[src/pbc_cfg.svh]
// Contract
// - Writing one to bit 15 resets all PHY registers; bit reads one until done.
// - Bit 14 enables loop-back when set; resets to zero.
// - Loop-back set at 100Mbps may block reception for about 720ms.
// - Bit 13 selects 100Mbps when one, 10Mbps when zero; resets to one.
// - With auto-negotiation on, speed bit reads the negotiated medium type.
// - Bit 12 enables auto-negotiation, resets to one; duplex and speed report outcome.
// - Bit 11 powers down, resets to zero; management access still answered.
// - Writing one to bit 9 restarts negotiation; reads one until initiated.
// - Writing zero to restart during negotiation leaves negotiation unaffected.
// - Bit 8 full duplex, resets to one; writable only with auto-negotiation off.
// - Bit 7 set asserts collision throughout every transmit period; resets to zero.
// - Reserved bits six to zero read zero; writes to them are discarded.
`ifndef PBC_CFG_SVH
`define PBC_CFG_SVH

// Field positions of the control word
`define PBC_BIT_RESET     15
`define PBC_BIT_LOOP      14
`define PBC_BIT_SPEED     13
`define PBC_BIT_AN_EN     12
`define PBC_BIT_PDOWN     11
`define PBC_BIT_ISOLATE   10
`define PBC_BIT_RESTART   9
`define PBC_BIT_DUPLEX    8
`define PBC_BIT_COLTEST   7
`define PBC_RSVD_MSB      6

// Reset values of the writable fields
`define PBC_RST_LOOP      1'b0
`define PBC_RST_SPEED     1'b1
`define PBC_RST_AN_EN     1'b1
`define PBC_RST_PDOWN     1'b0
`define PBC_RST_ISOLATE   1'b0
`define PBC_RST_RESTART   1'b0
`define PBC_RST_DUPLEX    1'b1
`define PBC_RST_COLTEST   1'b0
`define PBC_RSVD_VALUE    7'h00

// Timing
`define PBC_CLK_HZ        25000000
`define PBC_DEAD_TIME_MS  720
`define PBC_DEAD_CYCLES   (`PBC_DEAD_TIME_MS * (`PBC_CLK_HZ / 1000))
`define PBC_SRST_TIME_NS  640
`define PBC_SRST_CYCLES   ((`PBC_SRST_TIME_NS * (`PBC_CLK_HZ / 1000000) + 999) / 1000)

`endif

[src/pbc_pkg.sv]
package pbc_pkg;
    // Soft reset sequencer states
    typedef enum logic [1:0] {
        PBC_RS_IDLE = 2'b01,
        PBC_RS_RUN  = 2'b10
    } pbc_rs_e;

    typedef logic [15:0] pbc_word_t;
    typedef logic [4:0]  pbc_srst_cnt_t;
    typedef logic [24:0] pbc_dead_cnt_t;
endpackage : pbc_pkg

[src/pbc_ctrl.sv]
`timescale 1ns/1ps
`include "pbc_cfg.svh"
module pbc_ctrl
    import pbc_pkg::*;
#(
    parameter int unsigned DEAD_CYCLES = `PBC_DEAD_CYCLES
) (
    input  wire logic        clock_i,
    input  wire logic        srst_i,
    input  wire logic        mgmt_wr_i,
    input  wire logic [15:0] mgmt_wdata_i,
    input  wire logic        mgmt_rd_i,
    input  wire logic        an_speed_100_i,
    input  wire logic        an_full_duplex_i,
    input  wire logic        an_started_i,
    input  wire logic        tx_en_i,
    output logic      [15:0] mgmt_rdata_o,
    output logic             mgmt_rvalid_o,
    output logic             phy_reset_o,
    output logic             loopback_o,
    output logic             speed_100_o,
    output logic             an_enable_o,
    output logic             an_restart_o,
    output logic             power_down_o,
    output logic             isolate_o,
    output logic             full_duplex_o,
    output logic             collision_o,
    output logic             rx_dead_o
);
    logic      loop_reg;
    logic      speed_reg;
    logic      an_en_reg;
    logic      pdown_reg;
    logic      isolate_reg;
    logic      restart_reg;
    logic      duplex_reg;
    logic      coltest_reg;
    logic      speed_eff_reg;
    logic      duplex_eff_reg;
    logic      coll_reg;
    logic      dead_reg;
    logic      reset_reg;
    pbc_word_t rdata_reg;
    logic      rvalid_reg;
    logic      rst_busy;
    logic      dead_busy;
    logic      wr_ok;
    logic      soft_start;
    logic      clear;
    logic      dead_start;

    // Build the word seen by a management read
    function automatic pbc_word_t read_word(
        input logic busy,
        input logic loop,
        input logic speed,
        input logic an_en,
        input logic pdown,
        input logic iso,
        input logic restart,
        input logic duplex,
        input logic coltest
    );
        pbc_word_t w;
        w = '0;
        w[`PBC_BIT_RESET]       = busy;
        w[`PBC_BIT_LOOP]        = loop;
        w[`PBC_BIT_SPEED]       = speed;
        w[`PBC_BIT_AN_EN]       = an_en;
        w[`PBC_BIT_PDOWN]       = pdown;
        w[`PBC_BIT_ISOLATE]     = iso;
        w[`PBC_BIT_RESTART]     = restart;
        w[`PBC_BIT_DUPLEX]      = duplex;
        w[`PBC_BIT_COLTEST]     = coltest;
        w[`PBC_RSVD_MSB:0]      = `PBC_RSVD_VALUE;
        return w;
    endfunction : read_word

    // Write qualification and soft reset trigger
    assign wr_ok      = mgmt_wr_i && !rst_busy;
    assign soft_start = wr_ok && mgmt_wdata_i[`PBC_BIT_RESET];
    assign clear      = srst_i || soft_start;
    assign dead_start = wr_ok && !mgmt_wdata_i[`PBC_BIT_RESET] && mgmt_wdata_i[`PBC_BIT_LOOP]
                        && !loop_reg && speed_eff_reg;

    pbc_rst_seq u_rst_seq (
        .clock_i (clock_i),
        .srst_i  (srst_i),
        .start_i (soft_start),
        .busy_o  (rst_busy)
    );

    pbc_dead_timer #(
        .DEAD_CYCLES (DEAD_CYCLES)
    ) u_dead_timer (
        .clock_i (clock_i),
        .srst_i  (srst_i),
        .clear_i (soft_start),
        .start_i (dead_start),
        .busy_o  (dead_busy)
    );

    // Plain read/write control fields, returned to defaults by either reset
    always_ff @(posedge clock_i) begin
        if (clear) begin
            loop_reg    <= `PBC_RST_LOOP;
            speed_reg   <= `PBC_RST_SPEED;
            an_en_reg   <= `PBC_RST_AN_EN;
            pdown_reg   <= `PBC_RST_PDOWN;
            isolate_reg <= `PBC_RST_ISOLATE;
            coltest_reg <= `PBC_RST_COLTEST;
        end else if (wr_ok) begin
            loop_reg    <= mgmt_wdata_i[`PBC_BIT_LOOP];
            speed_reg   <= mgmt_wdata_i[`PBC_BIT_SPEED];
            an_en_reg   <= mgmt_wdata_i[`PBC_BIT_AN_EN];
            pdown_reg   <= mgmt_wdata_i[`PBC_BIT_PDOWN];
            isolate_reg <= mgmt_wdata_i[`PBC_BIT_ISOLATE];
            coltest_reg <= mgmt_wdata_i[`PBC_BIT_COLTEST];
        end
    end

    // Duplex is stored only while negotiation is off
    always_ff @(posedge clock_i) begin
        if (clear) begin
            duplex_reg <= `PBC_RST_DUPLEX;
        end else if (wr_ok && !an_en_reg) begin
            duplex_reg <= mgmt_wdata_i[`PBC_BIT_DUPLEX];
        end
    end

    // Restart request: a new write wins over the self-clear, a zero write is ignored
    always_ff @(posedge clock_i) begin
        if (clear) begin
            restart_reg <= `PBC_RST_RESTART;
        end else if (wr_ok && mgmt_wdata_i[`PBC_BIT_RESTART]
                     && mgmt_wdata_i[`PBC_BIT_AN_EN]) begin
            restart_reg <= 1'b1;
        end else if (an_started_i || !an_en_reg) begin
            restart_reg <= 1'b0;
        end
    end

    // Speed and duplex in force, negotiated ones while negotiation is on
    always_ff @(posedge clock_i) begin
        if (clear) begin
            speed_eff_reg  <= `PBC_RST_SPEED;
            duplex_eff_reg <= `PBC_RST_DUPLEX;
        end else begin
            speed_eff_reg  <= an_en_reg ? an_speed_100_i : speed_reg;
            duplex_eff_reg <= an_en_reg ? an_full_duplex_i : duplex_reg;
        end
    end

    // Collision test follows every transmit period
    always_ff @(posedge clock_i) begin
        if (clear) begin
            coll_reg <= 1'b0;
        end else begin
            coll_reg <= coltest_reg && tx_en_i;
        end
    end

    // Registered status of the reset sequence and the dead time
    always_ff @(posedge clock_i) begin
        if (srst_i) begin
            reset_reg <= 1'b0;
            dead_reg  <= 1'b0;
        end else begin
            reset_reg <= soft_start || rst_busy;
            dead_reg  <= dead_busy;
        end
    end

    // Management read port, answered also in power down
    always_ff @(posedge clock_i) begin
        if (srst_i) begin
            rdata_reg  <= '0;
            rvalid_reg <= 1'b0;
        end else begin
            rvalid_reg <= mgmt_rd_i;
            if (mgmt_rd_i) begin
                rdata_reg <= read_word(reset_reg, loop_reg,
                                       an_en_reg ? an_speed_100_i : speed_reg,
                                       an_en_reg, pdown_reg, isolate_reg, restart_reg,
                                       an_en_reg ? an_full_duplex_i : duplex_reg,
                                       coltest_reg);
            end
        end
    end

    // Outputs straight from the state flops
    assign mgmt_rdata_o  = rdata_reg;
    assign mgmt_rvalid_o = rvalid_reg;
    assign phy_reset_o   = reset_reg;
    assign loopback_o    = loop_reg;
    assign speed_100_o   = speed_eff_reg;
    assign an_enable_o   = an_en_reg;
    assign an_restart_o  = restart_reg;
    assign power_down_o  = pdown_reg;
    assign isolate_o     = isolate_reg;
    assign full_duplex_o = duplex_eff_reg;
    assign collision_o   = coll_reg;
    assign rx_dead_o     = dead_reg;

    // Checks on the control word behaviour
    localparam int SRST_MAX = `PBC_SRST_CYCLES + 2;
endmodule : pbc_ctrl

[src/pbc_rst_seq.sv]
`timescale 1ns/1ps
`include "pbc_cfg.svh"
module pbc_rst_seq
    import pbc_pkg::*;
(
    input  wire logic clock_i,
    input  wire logic srst_i,
    input  wire logic start_i,
    output logic      busy_o
);
    localparam pbc_srst_cnt_t LAST = pbc_srst_cnt_t'(`PBC_SRST_CYCLES - 1);

    pbc_rs_e       state_reg;
    pbc_srst_cnt_t cnt_reg;

    // Sequencer holds busy for the whole reset sequence
    always_ff @(posedge clock_i) begin
        if (srst_i) begin
            state_reg <= PBC_RS_IDLE;
        end else begin
            unique case (state_reg)
                PBC_RS_IDLE: begin
                    if (start_i) begin
                        state_reg <= PBC_RS_RUN;
                    end
                end
                PBC_RS_RUN: begin
                    if (cnt_reg == LAST) begin
                        state_reg <= PBC_RS_IDLE;
                    end
                end
                default: begin
                    state_reg <= PBC_RS_IDLE;
                end
            endcase
        end
    end

    // Cycle counter of the sequence
    always_ff @(posedge clock_i) begin
        if (srst_i || state_reg != PBC_RS_RUN) begin
            cnt_reg <= '0;
        end else begin
            cnt_reg <= cnt_reg + 5'h01;
        end
    end

    assign busy_o = (state_reg == PBC_RS_RUN);
endmodule : pbc_rst_seq

[src/pbc_dead_timer.sv]
`timescale 1ns/1ps
module pbc_dead_timer
    import pbc_pkg::*;
#(
    parameter int unsigned DEAD_CYCLES = 18000000
) (
    input  wire logic clock_i,
    input  wire logic srst_i,
    input  wire logic clear_i,
    input  wire logic start_i,
    output logic      busy_o
);
    localparam pbc_dead_cnt_t LOAD = pbc_dead_cnt_t'(DEAD_CYCLES - 1);

    pbc_dead_cnt_t cnt_reg;
    logic          busy_reg;

    // Down counter spanning the receive dead time
    always_ff @(posedge clock_i) begin
        if (srst_i || clear_i) begin
            busy_reg <= 1'b0;
            cnt_reg  <= '0;
        end else if (start_i) begin
            busy_reg <= 1'b1;
            cnt_reg  <= LOAD;
        end else if (busy_reg) begin
            if (cnt_reg == '0) begin
                busy_reg <= 1'b0;
            end else begin
                cnt_reg <= cnt_reg - 25'h0000001;
            end
        end
    end

    assign busy_o = busy_reg;
endmodule : pbc_dead_timer

[config.mk]
export PLATFORM = sky130hd
export DESIGN_NAME = pbc_ctrl
export DESIGN_NICKNAME = d
export VERILOG_FILES = /design/src/pbc_pkg.sv /design/src/pbc_ctrl.sv /design/src/pbc_rst_seq.sv /design/src/pbc_dead_timer.sv
export VERILOG_INCLUDE_DIRS = /design/src
export SDC_FILE = /design/constraint.sdc
export NUM_CORES = 1
export LEC_CHECK = 0
export ABC_CLOCK_PERIOD_IN_PS = 2200
export BUFFER_PORTS_ARGS = -buffer_cell sky130_fd_sc_hd__buf_2
export CORE_MARGIN = 2
export CORE_UTILIZATION = 50
export CTS_BUF_LIST = sky130_fd_sc_hd__clkbuf_4
export DETAILED_ROUTE_END_ITERATION = 12
export HOLD_SLACK_MARGIN = 0.1
export PLACE_DENSITY = 0.73
export REMOVE_ABC_BUFFERS = 1
export SLEW_MARGIN = 20
export SYNTH_ARGS = -nofsm -noshare
export SYNTH_HDL_FRONTEND = slang
export SYNTH_SLANG_ARGS = --single-unit
[constraint.sdc]
create_clock -name clock_i -period 2.2 [get_ports clock_i]
set_input_delay 0.33 -clock clock_i [delete_from_list [all_inputs] [get_ports clock_i]]
set_output_delay 0.33 -clock clock_i [all_outputs]
set_load 0.005 [all_outputs]
-- After elaboration in Yosys (flattened, before gate mapping)
Cells that the tools add are included.
- register bits: 56
- output and inout port bits: 27
- word-level logic and storage cells: 68
- add/sub/neg operators: 2
- eq/ne operators: 7
- muxes and demuxes: 13
- bitwise logic cells: 1
- reduce and logical (&&, ||, !) cells: 25
- operators with widths (kind ; number):
    25-bit 2-to-1 mux ; 3
    25-bit logical NOT ; 1
    25-bit by 1-bit subtractor with 25-bit output (second input constant) ; 1
    1-bit logical AND ; 10
    1-bit 2-to-1 mux ; 7
    2-bit inequality test (second input constant) ; 3
    2-bit AND reduction ; 3
    5-bit by 1-bit adder with 5-bit output (second input constant) ; 1
    5-bit by 4-bit == test with 1-bit output (second input constant) ; 1
    1-bit logical NOT ; 4
    1-bit logical OR ; 4
    2-bit 2-to-1 mux ; 2
    2-bit case mux with 2 select lines ; 1
    2-bit nonzero test ; 2
    2-bit by 1-bit == test with 1-bit output (second input constant) ; 1
    2-bit == test (second input constant) ; 1
    2-bit by 1-bit inequality test with 1-bit output (second input constant) ; 1
    2-bit OR reduction ; 1
    1-bit inverter ; 1

-- Depth between registers and ports, before layout
- depth in word-level cells: 9
- gate-level depth with buffers: 8

-- Hierarchy
From an unflattened synthesis, not the netlist that was laid out.
- cells, all modules: 282
- area, all modules: 2648.8 um^2
- by module, submodules not included (module ; instances ; cells an instance ; area each (um^2) ; sequential area each (um^2)):
    pbc_dead_timer ; 1 ; 160 ; 1428.9 ; 520.5
    pbc_ctrl ; 1 ; 95 ; 935.9 ; 460.4
    pbc_rst_seq ; 1 ; 27 ; 284.0 ; 140.1

-- Least setup slack after synthesis
No wires, ideal clock.
- kind: register to register
- start point: register u_dead_timer.cnt_reg[0]
- end point: register u_dead_timer.cnt_reg[10]
- library setup time: 0.072 ns
- data arrival time: 1.822 ns
- required time: 2.128 ns
- slack: 0.306 ns
- stages on the path, launching flop included: 8
- buffers on the path: 1
- period minus slack after synthesis: 1.894 ns
- cell sequence: dfxtp_1 inv_1 ha_1 and2b_2 and4_1 buf_2 a2111oi_0 mux2i_1
- cells in the longest elaborated chain, start to end: 3
- elaborated cells between the ends (all ways): 4
- RTL lines (element ; line ; RTL):
    start: declaration ; pbc_dead_timer.sv:15 ; pbc_dead_cnt_t cnt_reg;
    start signal: assignment ; pbc_dead_timer.sv:30 ; cnt_reg <= cnt_reg - 25'h0000001;
    parallel branches: the longest is 3 deep, another holds 25-bit by 1-bit subtractor with 25-bit output ; n/a ;
Parallel ways; which one is timed is not known.
A chain may end at the register's enable or synchronous reset.

-- Final worst setup path
- start point: register u_dead_timer.cnt_reg[0]
- end point: register u_dead_timer.cnt_reg[18]
The elaborated chain is that of the path after synthesis.

==> run summary <==
The flow ran to the end, and the final reports show no timing, DRC or antenna violations. Buffers placed on the I/O ports in this run total 36. For the reported max-cap violation count, the log shows 0.

The worst setup path is launched from a register. At the end of routability-driven placement, the weighted congestion stood at 0.8110. The tree built by TritonCTS fans out to 56 sinks. In this run the static leakage power is 1.191 nW.

The number of storage elements in the synthesis netlist works out to 56. The worst clock skew was 14.83 ps; the post-placement setup slack was 210.8 ps. Sorting the synthesized cells by area gives the leading types as sky130_fd_sc_hd__dfxtp_1 (42%), sky130_fd_sc_hd__mux2i_1 (6.4%), sky130_fd_sc_hd__nand3_1 (3.4%). The number of diodes added for antenna fixing is 0. The number of pins with negative max-slew slack in the final report came out at 0. The overall routed net length was 5511 um. The fraction of synthesis flops using an asynchronous set or reset pin is 0. After filler insertion, the fill cell instance count of the layout stands at 486.

The clock slew seen by the registers of the worst setup and hold paths is 170 ps, and the maximum resistive drop on vdd is 0.3457 mV. Worst hold path class: input pin to register. The worst setup path is captured at a register.

The power density of the placed cells is 660.0 nW/um^2, and the synthesized area per cell is 8.893 um^2. The floorplan step defined a die boundary enclosing 5880 um^2. Required time at the worst-slack endpoint: 2510 ps. Using the TritonRoute via totals, the vias-per-cell ratio works out to 5.612. The worst setup path endpoint is u_dead_timer.cnt_reg[18]. The logs give 9259 um for the global-route wire length before repair and 2,256 for the vias after detailed routing. The via count of the first global-routing pass is 1,946. The number of antenna violations at the first check in global routing came out at 0.

Setup slack on the critical path of the routed design comes to 180.4 ps. The clock passes through at most 2 buffers. TritonCTS built the clock tree. The run gives 180 ps as the register-to-register setup slack.

The maximum net fanout on the critical path is 12. The number of synthesized flops with an enable pin was 0; the post-CTS setup repair buffer count was 0. Share of the synthesized area in the top cell type: 0.4244. The reg-to-reg startpoint was u_dead_timer.cnt_reg[0]. The post-detailed-route wirelength per cell works out to 13.71 um.

In this run the standard cell core region covers 5107 um^2. Classification of the worst setup path: register to register. In this run, the number of DRC markers left after iteration 0 of detailed routing was 141.

The biggest area consumer among synthesized cells is sky130_fd_sc_hd__dfxtp_1. The endpoint identified for the worst register-to-register timing path is u_dead_timer.cnt_reg[18]. Count of final hold-check violations: 0.

The tools report the post-route setup TNS as 0 ps. Setup repair after global routing left no endpoint under its margin. The run gives 0 as the count of yosys warnings during synthesis.

The cell chosen for the clock root is sky130_fd_sc_hd__clkbuf_4. The fraction of the cycle the final worst path needs is 0.9180, and the starting density of the core is 0.5171. The worst path needs 2020 ps of the cycle, external delays included. The cell count after placement was 394.

In this run, CTS created clock tree buffers numbering 5. The tools report the residual overflow from global routing as 0. The run gives 159.9 ps as the worst hold slack. The first-pass iteration count of the detailed router was 5.

The sequential area share after synthesis is 0.4244, and the final non-filler cell total is 402. The count of nets left with antenna violations once routing finished came out at 0. The most critical setup path has its startpoint at u_dead_timer.cnt_reg[0].

Compared with the post-synthesis result, the final layout area differs by 11.18%. The most used flip-flop cell after synthesis is sky130_fd_sc_hd__dfxtp_1. For the end-of-flow core utilization, the log shows 0.5750. The flip-flop count of the largest register, all copies and words added was 25. In the final design database the tool counted 359 nets.

The width of the chip came out at 76.68 um. The aggregate global-route resource usage was 0.1900. The tools report the final HPWL from detailed placement as 3937 um. The gate count of the mapped netlist is 297.

Setup violations remaining at the end of the flow were counted as 0. The logs give 0.6345 for the worst relative slew slack and 25 for the maximum number of pins on one net before global-route repair. At the pin with the least slew margin, the transition time is 543.2 ps. Placement row count: 26. The tools report the count of unique library cells instantiated by Yosys as 51. CTS built an H-tree with a depth of 2.

The latest clock arrival within the worst-skew pair was 370 ps. For this run, the top clock speed supported by timing is 0.4951 GHz. Data on the critical path arrives at its endpoint at 2330 ps. The top-level port count is 51. The fraction of layout cells with a size suffix above 1 works out to 0.2078.

The worst register-to-register path has a depth of 7. After synthesis the cells add up to 2641 um^2. The die is 76.68 um tall. The final routed DRC violation total is 0.
cell usage after synthesis (5+ instances only):
library cell and instances:
sky130_fd_sc_hd__o31ai_1 8, sky130_fd_sc_hd__or3_1 11, sky130_fd_sc_hd__a211oi_1 8, sky130_fd_sc_hd__buf_4 7, sky130_fd_sc_hd__o21ai_0 7, sky130_fd_sc_hd__nand2_1 24, sky130_fd_sc_hd__or4_1 7, sky130_fd_sc_hd__a21oi_1 13
sky130_fd_sc_hd__dfxtp_1 56, sky130_fd_sc_hd__a31oi_1 6, sky130_fd_sc_hd__nand3_1 18, sky130_fd_sc_hd__mux2i_1 17, sky130_fd_sc_hd__nor4_1 11, sky130_fd_sc_hd__nor3_1 9, sky130_fd_sc_hd__inv_1 9, sky130_fd_sc_hd__nor2_1 24
sky130_fd_sc_hd__nand2b_1 5, sky130_fd_sc_hd__clkbuf_1 9
how the worst min path moves through the flow:
stage	startpoint	end	slack (ps)	depth (start not counted)
2_1_floorplan	srst_i	mgmt_rvalid_o	400	1
3_3_place_gp	u_rst_seq.cnt_reg[0]	u_rst_seq.cnt_reg[0]	430	1
3_5_place_dp	u_rst_seq.cnt_reg[0]	u_rst_seq.cnt_reg[0]	440	1
4_1_cts	mgmt_wdata_i[13]	speed_reg	150	3
5_1_grt	mgmt_wdata_i[7]	coltest_reg	160	3
6_report	mgmt_wdata_i[13]	speed_reg	160	3
per-stage QoR:
stage | area, um^2 | total power, mW
floorplan | 2522 | 1.344
global placement | 2869 | 1.490
detailed placement | 2869 | 1.500
CTS | 2929 | 1.955
global route | 2937 | 2.046
finish | 2937 | 1.938
timing repair:
item                                    CTS  global route
gates resized for setup                   0             2
hold buffers                              0             0
endpoints found under the setup margin    0             1
layer usage:
metal	wire length, um	track usage	part of all wire
met1	2550	0.2448	0.46
met4	31	0.04364	0.0056
met3	158	0.03294	0.029
met5	0	0	0
met2	2771	0.3316	0.50
area by class of cell:
cell class	count	area, um^2	area share
clock buffer	5	37.54	0.01278
clock inverter	3	22.52	0.007669
inverter	9	33.78	0.01150
multi-input combinational	214	1386	0.4721
sequential	56	1121	0.3818
tap	70	87.58	0.02983
timing repair buffer	45	247.7	0.08436
power breakdown:
part           switching, mW  internal (mW)
logic                  0.238          0.158
registers             0.0344           1.05
clock network          0.325          0.130
kinds of logic after synthesis:
family | synth area share
flops | 0.4244
fa+ha+maj | 0.01895
mux | 0.06442
compound gates | 0.1227
simple gates | 0.2951
other cells | 0.001420
xor+xnor | 0.006633
buf+inv | 0.06632
critical path, stage by stage, from the launching register on:
cell	delay (ps)
sky130_fd_sc_hd__dfxtp_1	440
sky130_fd_sc_hd__inv_1	90
sky130_fd_sc_hd__ha_1	210
sky130_fd_sc_hd__and2b_2	200
sky130_fd_sc_hd__and4_1	230
sky130_fd_sc_hd__buf_4	180
sky130_fd_sc_hd__or4_1	470
sky130_fd_sc_hd__a21oi_1	140
layout by cell type, fill, tap and decap left out, types with 2 or more instances in the layout:
master and count:
sky130_fd_sc_hd__a211oi_1 8, sky130_fd_sc_hd__a21oi_1 13, sky130_fd_sc_hd__a31oi_1 6, sky130_fd_sc_hd__and2_2 2
sky130_fd_sc_hd__and3_1 4, sky130_fd_sc_hd__and4_1 2, sky130_fd_sc_hd__buf_2 36, sky130_fd_sc_hd__buf_4 9
sky130_fd_sc_hd__clkbuf_4 5, sky130_fd_sc_hd__conb_1 7, sky130_fd_sc_hd__dfxtp_1 56, sky130_fd_sc_hd__ha_1 4
sky130_fd_sc_hd__inv_1 9, sky130_fd_sc_hd__mux2i_1 17, sky130_fd_sc_hd__nand2_1 24, sky130_fd_sc_hd__nand2b_1 5
sky130_fd_sc_hd__nand3_1 18, sky130_fd_sc_hd__nand4_1 2, sky130_fd_sc_hd__nor2_1 24, sky130_fd_sc_hd__nor2b_1 3
sky130_fd_sc_hd__nor3_1 8, sky130_fd_sc_hd__nor4_1 10, sky130_fd_sc_hd__o21ai_0 7, sky130_fd_sc_hd__o31ai_1 8
sky130_fd_sc_hd__or3_1 11, sky130_fd_sc_hd__or4_1 7
Note: power is estimated with default switching activity, not from simulation.
